--- config.mk ---
export PLATFORM = sky130hd
export DESIGN_NAME = cesc_stim_config
export DESIGN_NICKNAME = d
export VERILOG_FILES = /design/src/cesc_timer_lut.v /design/src/cesc_stim_config.v
export VERILOG_INCLUDE_DIRS = /design/src
export SDC_FILE = /design/constraint.sdc
export NUM_CORES = 1
export LEC_CHECK = 0
export BUFFER_PORTS_ARGS = -buffer_cell sky130_fd_sc_hd__buf_2
export CELL_PAD_IN_SITES_DETAIL_PLACEMENT = 1
export CELL_PAD_IN_SITES_GLOBAL_PLACEMENT = 1
export CORE_AREA = 2 2 131 133
export DETAILED_ROUTE_END_ITERATION = 7
export DIE_AREA = 0 0 133 135
export GPL_ROUTABILITY_DRIVEN = 0
export PLACE_DENSITY = 0.68
export RECOVER_POWER = 25
export SYNTH_ARGS = -nofsm -noshare
export SYNTH_HDL_FRONTEND = slang
export SYNTH_SLANG_ARGS = --single-unit
--- constraint.sdc ---
create_clock -name sys_clk -period 2.31 [get_ports sys_clk]
set_input_delay 0.1155 -clock sys_clk [delete_from_list [all_inputs] [get_ports sys_clk]]
set_output_delay 0.1155 -clock sys_clk [all_outputs]
set_load 0.05 [all_outputs]
--- src/cesc_defines.vh ---
// register offsets, reset values, reserved and select codes and timing counts for the stimulus config bank
`ifndef CESC_DEFINES_VH
`define CESC_DEFINES_VH

`define CESC_ADDR_STIM2_DIVIDER_RATIO      8'h38
`define CESC_ADDR_S3_TIMING     8'h39
`define CESC_ADDR_S3_RESPONSE   8'h3a

`define CESC_RST_STIM2_DIVIDER_RATIO       8'h00
`define CESC_RST_S3_TIMING      8'h00
`define CESC_RST_S3_RESPONSE    8'h00

`define CESC_RATIO_RSVD         3'h7
`define CESC_MAG_RSVD           4'hf

`define CESC_SEL_DIV_DP         4'h6
`define CESC_SEL_DIV_DM         4'h9
`define CESC_SEL_DIV_BOTH       4'hc

`define CESC_CLK_MHZ            125
`define CESC_CYC_PER_MS         (`CESC_CLK_MHZ * 1000)

`endif

--- src/cesc_timer_lut.v ---
// response timer: decodes the three-bit duration code and counts it down
`timescale 1ns/1ps
`default_nettype none
`include "cesc_defines.vh"

module cesc_timer_lut
#(
    parameter CYC_PER_MS = `CESC_CYC_PER_MS
)
(
    input  wire        clk,
    input  wire        rst_n,
    input  wire        start,
    input  wire [2:0]  code,
    output reg         busy
);

    reg [23:0] count;

    // -----------------------------------------------------------------
    // duration decode
    // -----------------------------------------------------------------
    function [6:0] ms_of;
        input [2:0] c;
        begin
            case (c)
                3'h0:    ms_of = 7'd0;
                3'h1:    ms_of = 7'd1;
                3'h2:    ms_of = 7'd5;
                3'h3:    ms_of = 7'd10;
                3'h4:    ms_of = 7'd20;
                3'h5:    ms_of = 7'd40;
                3'h6:    ms_of = 7'd80;
                default: ms_of = 7'd100;
            endcase
        end
    endfunction

    wire [31:0] load_val = ms_of(code) * CYC_PER_MS;

    // load on start, count to zero
    always @(posedge clk or negedge rst_n)
    begin
        if (!rst_n)
        begin
            count <= 24'h000000;
            busy  <= 1'b0;
        end
        else if (start)
        begin
            count <= load_val[23:0];
            busy  <= (load_val != 32'h00000000);
        end
        else if (count > 24'h000001)
        begin
            count <= count - 24'h000001;
        end
        else
        begin
            count <= 24'h000000;
            busy  <= 1'b0;
        end
    end

endmodule
`default_nettype wire

--- src/cesc_stim_config.v ---
// preloaded stimulus 2/3 configuration bank with response engine
//
// Contract
// register 0x38 reads zero in bits 7 to 3.
// the divider ratio is applied only for stimulus 2 select codes 0110b, 1001b or 1100b.
// ratio codes 000..110 map 0.25..0.66 and code 111 is reserved.
// the ratio field is not updated while a BC1.2 charging profile is active.
// with timer kind 1 the response is applied at once, held for the timer, then removed if the stimulus is gone.
// timer codes map 0, 1, 5, 10, 20, 40, 80 and 100 ms.
// a reserved code loaded into a field is rejected and the old value kept.
// the response magnitude sits in bits 7 to 4 and its meaning follows the select nibble.
// for voltage selects magnitude 0000 is pull-down, 0001..0100 are 400 mV, rising to 2200 mV, 1111 reserved.
// for resistor selects the magnitude is a resistor from 1.8 kohm to 150 kohm.
// for divider selects the magnitude is the minimum divider total, 93/100/125/150 kohm or 200 kohm.
// with usage 000b and no prior response a line keeps its 15 kohm reset pull-down, else prior response stays or pull-down goes.
// the magnitude is a four-bit field in the upper bits of the response register.
// every implemented field powers up zero and software writes do not change it.
`timescale 1ns/1ps
`default_nettype none
`include "cesc_defines.vh"

module cesc_stim_config
#(
    parameter CYC_PER_MS = `CESC_CYC_PER_MS
)
(
    input  wire        sys_clk,
    input  wire        nrst,
    input  wire [7:0]  rd_addr,
    output reg  [7:0]  rd_data,
    input  wire        profile_load,
    input  wire        profile_bc12,
    input  wire [3:0]  stim2_response_select,
    input  wire [2:0]  load_ratio,
    input  wire        load_timer_kind,
    input  wire [2:0]  load_time,
    input  wire [2:0]  load_usage,
    input  wire [3:0]  load_select,
    input  wire [3:0]  load_magnitude,
    input  wire        detect_usage_a_event,
    input  wire        detect_usage_a_present,
    output reg  [2:0]  ratio_out,
    output reg         ratio_valid,
    output reg  [1:0]  resp_kind,
    output reg  [7:0]  resp_value,
    output reg         port_dplus_line,
    output reg         port_dminus_line,
    output reg         port_dplus_pulldown,
    output reg         port_dminus_pulldown
);

    // -----------------------------------------------------------------
    // reset synchroniser and pin syncs
    // -----------------------------------------------------------------
    reg  [1:0] rst_sync;
    wire       rst_n = rst_sync[1];
    reg  [1:0] ev_sync;
    reg  [1:0] pr_sync;
    reg        ev_prev;

    always @(posedge sys_clk or negedge nrst)
    begin
        if (!nrst)
            rst_sync <= 2'h0;
        else
            rst_sync <= {rst_sync[0], 1'b1};
    end

    always @(posedge sys_clk or negedge rst_n)
    begin
        if (!rst_n)
        begin
            ev_sync <= 2'h0;
            pr_sync <= 2'h0;
            ev_prev <= 1'b0;
        end
        else
        begin
            ev_sync <= {ev_sync[0], detect_usage_a_event};
            pr_sync <= {pr_sync[0], detect_usage_a_present};
            ev_prev <= ev_sync[1];
        end
    end

    wire ev_rise = ev_sync[1] & ~ev_prev;

    // -----------------------------------------------------------------
    // field storage, loaded only by the profile engine
    // -----------------------------------------------------------------
    reg [2:0] stim2_divider_ratio;
    reg       detect_usage_a_timer_kind;
    reg [2:0] detect_usage_a_response_time;
    reg [2:0] detect_usage_a;
    reg [3:0] detect_usage_a_response_select;
    reg [3:0] detect_usage_a_response_magnitude;

    function is_div;
        input [3:0] s;
        begin
            is_div = (s == `CESC_SEL_DIV_DP) || (s == `CESC_SEL_DIV_DM) ||
                     (s == `CESC_SEL_DIV_BOTH);
        end
    endfunction

    function sel_rsvd;
        input [3:0] s;
        begin
            sel_rsvd = (s == 4'h5) || (s == 4'h8) || (s == 4'hb);
        end
    endfunction

    // fields reset to zero; no software write path exists
    always @(posedge sys_clk or negedge rst_n)
    begin
        if (!rst_n)
        begin
            stim2_divider_ratio      <= 3'h0;
            detect_usage_a_timer_kind         <= 1'b0;
            detect_usage_a_response_time      <= 3'h0;
            detect_usage_a           <= 3'h0;
            detect_usage_a_response_select    <= 4'h0;
            detect_usage_a_response_magnitude <= 4'h0;
        end
        else if (profile_load)
        begin
            if (!profile_bc12 && load_ratio != `CESC_RATIO_RSVD)
                stim2_divider_ratio <= load_ratio;
            detect_usage_a_timer_kind    <= load_timer_kind;
            detect_usage_a_response_time <= load_time;
            if (load_usage != 3'h4 && load_usage != 3'h5)
                detect_usage_a <= load_usage;
            if (!sel_rsvd(load_select))
                detect_usage_a_response_select <= load_select;
            if (load_magnitude != `CESC_MAG_RSVD)
                detect_usage_a_response_magnitude <= load_magnitude;
        end
    end

    // -----------------------------------------------------------------
    // magnitude decode: kind 0 mV/100, 1 resistor kohm, 2 divider kohm
    // -----------------------------------------------------------------
    function [9:0] decode_mag;
        input [3:0] s;
        input [3:0] m;
        begin
            if (s <= 4'h3)
            begin
                case (m)
                    4'h0:    decode_mag = {2'd0, 8'd0};
                    4'h1, 4'h2, 4'h3, 4'h4: decode_mag = {2'd0, 8'd4};
                    4'h5:    decode_mag = {2'd0, 8'd5};
                    4'h6:    decode_mag = {2'd0, 8'd6};
                    4'h7:    decode_mag = {2'd0, 8'd7};
                    4'h8:    decode_mag = {2'd0, 8'd8};
                    4'h9:    decode_mag = {2'd0, 8'd9};
                    4'ha:    decode_mag = {2'd0, 8'd14};
                    4'hb:    decode_mag = {2'd0, 8'd16};
                    4'hc:    decode_mag = {2'd0, 8'd18};
                    4'hd:    decode_mag = {2'd0, 8'd20};
                    default: decode_mag = {2'd0, 8'd22};
                endcase
            end
            else if (is_div(s))
            begin
                case (m[2:0])
                    3'h0:    decode_mag = {2'd2, 8'd93};
                    3'h1:    decode_mag = {2'd2, 8'd100};
                    3'h2:    decode_mag = {2'd2, 8'd125};
                    3'h3:    decode_mag = {2'd2, 8'd150};
                    default: decode_mag = {2'd2, 8'd200};
                endcase
                if (m >= 4'hc)
                    decode_mag = {2'd2, 8'd200};
            end
            else
            begin
                case (m) // R10, in kohm except code 0 (1.8k)
                    4'h0:    decode_mag = {2'd1, 8'd2};
                    4'h1:    decode_mag = {2'd1, 8'd10};
                    4'h2:    decode_mag = {2'd1, 8'd15};
                    4'h3:    decode_mag = {2'd1, 8'd20};
                    4'h4:    decode_mag = {2'd1, 8'd25};
                    4'h5:    decode_mag = {2'd1, 8'd30};
                    4'h6:    decode_mag = {2'd1, 8'd40};
                    4'h7:    decode_mag = {2'd1, 8'd43};
                    4'h8:    decode_mag = {2'd1, 8'd50};
                    4'h9:    decode_mag = {2'd1, 8'd60};
                    4'ha:    decode_mag = {2'd1, 8'd75};
                    4'hb:    decode_mag = {2'd1, 8'd80};
                    4'hc:    decode_mag = {2'd1, 8'd100};
                    4'hd:    decode_mag = {2'd1, 8'd120};
                    default: decode_mag = {2'd1, 8'd150};
                endcase
            end
        end
    endfunction

    wire [9:0] mag_dec = decode_mag(detect_usage_a_response_select, detect_usage_a_response_magnitude);

    // -----------------------------------------------------------------
    // response timer and line engine
    // -----------------------------------------------------------------
    wire timer_busy;
    reg  applied;
    reg  dp_touched;
    reg  dm_touched;

    cesc_timer_lut #(.CYC_PER_MS(CYC_PER_MS)) u_timer
    (
        .clk   (sys_clk),
        .rst_n (rst_n),
        .start (ev_rise),
        .code  (detect_usage_a_response_time),
        .busy  (timer_busy)
    );

    wire dp_hit = (detect_usage_a_response_select == 4'h1) || (detect_usage_a_response_select == 4'h3) ||
                  (detect_usage_a_response_select == 4'h4) || (detect_usage_a_response_select == 4'h6) ||
                  (detect_usage_a_response_select == 4'ha) || (detect_usage_a_response_select == 4'hc) ||
                  (detect_usage_a_response_select == 4'hd);
    wire dm_hit = (detect_usage_a_response_select == 4'h2) || (detect_usage_a_response_select == 4'h3) ||
                  (detect_usage_a_response_select == 4'h7) || (detect_usage_a_response_select == 4'h9) ||
                  (detect_usage_a_response_select == 4'ha) || (detect_usage_a_response_select == 4'hc) ||
                  (detect_usage_a_response_select == 4'hd);
    wire keep_sel = (detect_usage_a_response_select == 4'he) || (detect_usage_a_response_select == 4'hf);

    // apply on event with timer kind 1, hold during timer, drop when stimulus gone
    always @(posedge sys_clk or negedge rst_n)
    begin
        if (!rst_n)
        begin
            applied              <= 1'b0;
            dp_touched           <= 1'b0;
            dm_touched           <= 1'b0;
            port_dplus_line      <= 1'b0;
            port_dminus_line     <= 1'b0;
            port_dplus_pulldown  <= 1'b1;
            port_dminus_pulldown <= 1'b1;
        end
        else
        begin
            if (ev_rise && detect_usage_a_timer_kind)
            begin
                applied <= 1'b1;
                if (detect_usage_a_response_select == 4'h0)
                begin
                    port_dplus_line  <= 1'b0;
                    port_dminus_line <= 1'b0;
                end
                else if (!keep_sel)
                begin
                    port_dplus_line  <= port_dplus_line | dp_hit;
                    port_dminus_line <= port_dminus_line | dm_hit;
                    dp_touched       <= dp_touched | dp_hit;
                    dm_touched       <= dm_touched | dm_hit;
                end
                // reset pull-downs stay with usage 000 and untouched line, or with select 1110/1111 unless usage is 111
                if (!(detect_usage_a == 3'h0 && !(dp_touched | dp_hit)) &&
                    !(keep_sel && detect_usage_a != 3'h7))
                    port_dplus_pulldown <= 1'b0;
                if (!(detect_usage_a == 3'h0 && !(dm_touched | dm_hit)) &&
                    !(keep_sel && detect_usage_a != 3'h7))
                    port_dminus_pulldown <= 1'b0;
            end
            else if (applied && !timer_busy && !ev_rise && !pr_sync[1])
            begin
                applied          <= 1'b0;
                port_dplus_line  <= 1'b0;
                port_dminus_line <= 1'b0;
            end
        end
    end

    // -----------------------------------------------------------------
    // decoded outputs and register read
    // -----------------------------------------------------------------
    always @(posedge sys_clk or negedge rst_n)
    begin
        if (!rst_n)
        begin
            ratio_out   <= 3'h0;
            ratio_valid <= 1'b0;
            resp_kind   <= 2'h0;
            resp_value  <= 8'h00;
            rd_data     <= 8'h00;
        end
        else
        begin
            ratio_out   <= stim2_divider_ratio;
            ratio_valid <= is_div(stim2_response_select) && !profile_bc12;
            resp_kind   <= mag_dec[9:8];
            resp_value  <= mag_dec[7:0];
            case (rd_addr)
                `CESC_ADDR_STIM2_DIVIDER_RATIO:
                    rd_data <= {5'h00, stim2_divider_ratio};
                `CESC_ADDR_S3_TIMING:
                    rd_data <= {1'b0, detect_usage_a_timer_kind, detect_usage_a_response_time, detect_usage_a};
                `CESC_ADDR_S3_RESPONSE:
                    rd_data <= {detect_usage_a_response_magnitude, detect_usage_a_response_select};
                default:
                    rd_data <= 8'h00;
            endcase
        end
    end

endmodule
`default_nettype wire

==> results.md <==
- Run status: complete, but fails checks
- Violated checks: negative setup slack
- Worst-Margin Slew: between 0.7 and 0.8 ns
- Number of placed cells counting well taps: roughly 900
- Number of distinct library cell variants in the gate-level netlist after synthesis: 71
- CTS buffer count: 9
- Number of vias in the routed layout: 4,906
- Worst-Skew Late Latency: between 0.3 and 0.4 ns
- Dominant register cell in the synthesized netlist: sky130_fd_sc_hd__dfrtp_1
- Worst path required time: 2.52 ns
- Fraction of layout cells with a size suffix above 1: 0.365
- Worst setup endpoint: u_timer.count[22]
- TritonCTS clock tree: built
- Maximum vdd drop: 397 uV
- Worst Reg-to-Reg Cells: 17
- Period Utilization, post-route: 1.60
- Clock-pin slew reported for the worst setup and hold paths after clock tree synthesis: 0.07 ns
- Unrepaired setup endpoints after global routing: yes
- Horiz. Die Dim: 133 um
- Startpoint of the lowest-slack register-to-register path: detect_usage_a_response_time[1]
- Number of rows in the core area: between 40 and 50
- Final antenna-violating net count: 0
- Sequential cell area fraction in the yosys report: 0.369
- Mean area per synthesized cell: between 9 and 10 sq um
- First-pass GRT wire length: 26,700 um
- Routed wire length per instance: 18.5 um
- Max-capacitance violation count: 0
- Area of the multi-input gates: 3730 sq um
- Die ar.: 18,000 sq um
- Die span in y: 135 um
- Clock skew after layout: between 0.01 and 0.015 ns
- EDFF count, synth: 0
- Initial Util: 0.327
- Fill cell instance count of the final layout: 1,855
- Total wire length: roughly 17,000 um
- Number of standard cells after synthesis: 576
- CP startpoint kind: flop
- PnR Total Power: 6.81 mW
- Final Hold Violating Endpoints: 0
- Mean number of vias per cell: 5.26
- Number of antenna violations at the first check in global routing: 0
- Antenna Diode Count: 0
- Final setup margin: -1.39 ns
- Register-to-Register Setup Slack: -1.39 ns
- Worst Setup End Kind: flop
- Number of I/O port buffers: 61
- Pin count of the biggest net entering global routing: 42
- Sinks on Clock Net: ~80
- YS warnings: 0
- CP startpoint: detect_usage_a_response_time[1]
- Max clock buf depth: 2
- Leading cell types in the layout, fill and taps excluded: sky130_fd_sc_hd__buf_4, sky130_fd_sc_hd__dfrtp_1, sky130_fd_sc_hd__buf_2
- Power Density: 911 nW/um^2
- Data arrival at the endpoint of the critical path: between 3 and 4 ns
- Share of synthesized registers carrying an async set or reset: 1.00
- Worst Hold Depth: 2
- R2R Path End: u_timer.count[22]
- Final Critical Period: 3.70 ns
- Maximum level of the CTS H-tree: 3
- Count of placed standard cells in the final layout, fillers left out: a little over 900
- Slew headroom: 0.468
- Leakage Power: approximately 3.4 nW
- Critical path peak fanout: 6
- Initial DRT Pass Iterations: 4
- Remaining DRCs: 0
- Top achievable clock speed: 270 MHz
- Number of global-route vias before repair: roughly 5,300
- Type of the worst setup path: reg -> reg
- Area added between synthesis and finish: 39.6%
- Post-Place Setup Slack: -1.50 ns
- Overall global routing resource usage: 0.187
- Sequential cell area: 1990 sq um
- DP HPWL: 12,100 um
- Global route overflow: 0
- Class of the most critical hold timing path: in -> reg
- Post-Syn Area: 5360 sq um
- FF+latch count, synth: 79
- CTS root buffer: sky130_fd_sc_hd__clkbuf_16
- Area of the placeable core: about 16,000 sq um
- Final layout net count: 797
- Violation count after the first detailed-route iteration: 148
- Most frequent standard cell in the layout excluding fill and tap cells: sky130_fd_sc_hd__buf_4
- Final setup violating endpoints: 15
- Number of top-level design ports: 62
- Final Max Slew Viols: 0
## stage by stage
step / util / instance area (sq um) / hold WS, ns / TNS, ns
floorplan: - / 5630 / -0.180 / -12.27
global placement: 0.402 / 6600 / -0.0982 / -13.77
detailed placement: 0.402 / 6600 / -0.0943 / -15.55
CTS: 0.439 / 7200 / 0.00000161 / -13.70
global route: 0.456 / 7480 / 0.00785 / -16.55
finish: 0.456 / 7480 / 0.0113 / -14.36
## worst max-delay path: stages (launching register included)
cell and delay (ns):
sky130_fd_sc_hd__dfrtp_2 0.44, sky130_fd_sc_hd__nand2_4 0.08, sky130_fd_sc_hd__nor2_4 0.12, sky130_fd_sc_hd__inv_2 0.06
sky130_fd_sc_hd__ha_4 0.18, sky130_fd_sc_hd__nor2_2 0.09, sky130_fd_sc_hd__nor2_1 0.06, sky130_fd_sc_hd__ha_1 0.35
sky130_fd_sc_hd__ha_4 0.31, sky130_fd_sc_hd__fa_2 0.45, sky130_fd_sc_hd__ha_4 0.27, sky130_fd_sc_hd__ha_4 0.27
sky130_fd_sc_hd__nor2_2 0.05, sky130_fd_sc_hd__a211oi_1 0.29, sky130_fd_sc_hd__o21a_1 0.16, sky130_fd_sc_hd__o22a_1 0.15
sky130_fd_sc_hd__xnor2_1 0.13, sky130_fd_sc_hd__mux2i_1 0.09
## per-layer routing
layer	wire length, um	GRT usage	vias to the layer above
li1	-	-	2317
met3	599	0.0289	28
met5	0	0	-
met4	416	0.0627	0
met1	6910	0.213	2466
met2	9290	0.354	95
## how the worst min path moves through the flow
stage | start | endpoint | slack, ns
after floorplan | nrst | rst_sync[0] | -0.18
after global placement | nrst | rst_sync[0] | -0.1
after detailed placement | nrst | rst_sync[0] | -0.09
after CTS | load_time[1] | detect_usage_a_response_time[1] | 0.000002
after global routing | load_time[1] | detect_usage_a_response_time[1] | 0.008
final | load_time[1] | detect_usage_a_response_time[1] | 0.01
## synth_stat cells, types with 4 or more instances
cell                        n  area share
sky130_fd_sc_hd__a211oi_1   6      0.0084
sky130_fd_sc_hd__o22a_1     9       0.015
sky130_fd_sc_hd__nor2_1    47       0.033
sky130_fd_sc_hd__nor4_1     9       0.011
sky130_fd_sc_hd__a21o_1     8       0.011
sky130_fd_sc_hd__ha_1      48        0.11
sky130_fd_sc_hd__xor2_1    10       0.016
sky130_fd_sc_hd__a22oi_1    7      0.0098
sky130_fd_sc_hd__xnor2_1   25       0.041
sky130_fd_sc_hd__mux2i_1   10       0.019
sky130_fd_sc_hd__inv_1     27       0.019
sky130_fd_sc_hd__nand2b_1  12       0.014
sky130_fd_sc_hd__nand4_1    4      0.0047
sky130_fd_sc_hd__o22ai_1   14       0.016
sky130_fd_sc_hd__nand2_1   38       0.027
sky130_fd_sc_hd__buf_2      5      0.0047
sky130_fd_sc_hd__nor2b_1   15       0.018
sky130_fd_sc_hd__o31ai_1    7      0.0098
sky130_fd_sc_hd__a31oi_1    7      0.0082
sky130_fd_sc_hd__nor3_1    13       0.012
sky130_fd_sc_hd__or3_1      7      0.0082
sky130_fd_sc_hd__or2_2      7      0.0082
sky130_fd_sc_hd__o21a_1     5      0.0070
sky130_fd_sc_hd__dfrtp_1   77        0.36
sky130_fd_sc_hd__fa_1       5       0.019
sky130_fd_sc_hd__o21ai_0   24       0.022
sky130_fd_sc_hd__clkbuf_1  22       0.015
sky130_fd_sc_hd__nand3_1   10      0.0093
sky130_fd_sc_hd__a21oi_1   30       0.028
sky130_fd_sc_hd__mux2_2     6       0.013
## final cells by class
type / count / share of cell area
multi-input cells: 439 / 0.499
flip-flops and latches: 79 / 0.266
repair buffers: 151 / 0.140
well taps: 220 / 0.0368
clock buffers: 10 / 0.0320
inverters: 28 / 0.0141
clock inverters: 6 / 0.0120
## state kept, by name (all words and copies together) (netlist names), 2 cells and up
| name | flops |
|---|---|
| rd_data | 8 |
| pr_sync | 2 |
| stim2_divider_ratio | 3 |
| detect_usage_a_response_time | 3 |
| u_timer.count | 24 |
| ev_sync | 2 |
| resp_value | 8 |
| resp_kind | 2 |
| detect_usage_a_response_magnitude | 4 |
| detect_usage_a_response_select | 4 |
| rst_sync | 2 |
| ratio_out | 3 |
| detect_usage_a | 3 |
## cells by family after synthesis
logic type / synth area share
simple gates: 0.180
compound gates: 0.183
flops: 0.369
buf+inv: 0.0469
fa+ha+maj: 0.131
xor+xnor: 0.0572
mux: 0.0313
other cells: 0.00140
## power by group
part           leakage (nW)  switching (mW)  internal (mW)  total [mW]
sequential            0.951           0.332           1.69        2.02
combinational          2.25            1.68           1.52        3.20
clock                 0.159           0.605          0.982        1.59
## timing repair
action / CTS / global route
hold buffers: 4 / 0
gates resized for setup: 34 / 41
setup buffers: 6 / 7
pin swaps: 16 / 27
endpoints found under the hold margin: 5 / 0
setup endpoints to repair: 15 / 17
(Power assumes the default switching activity.)
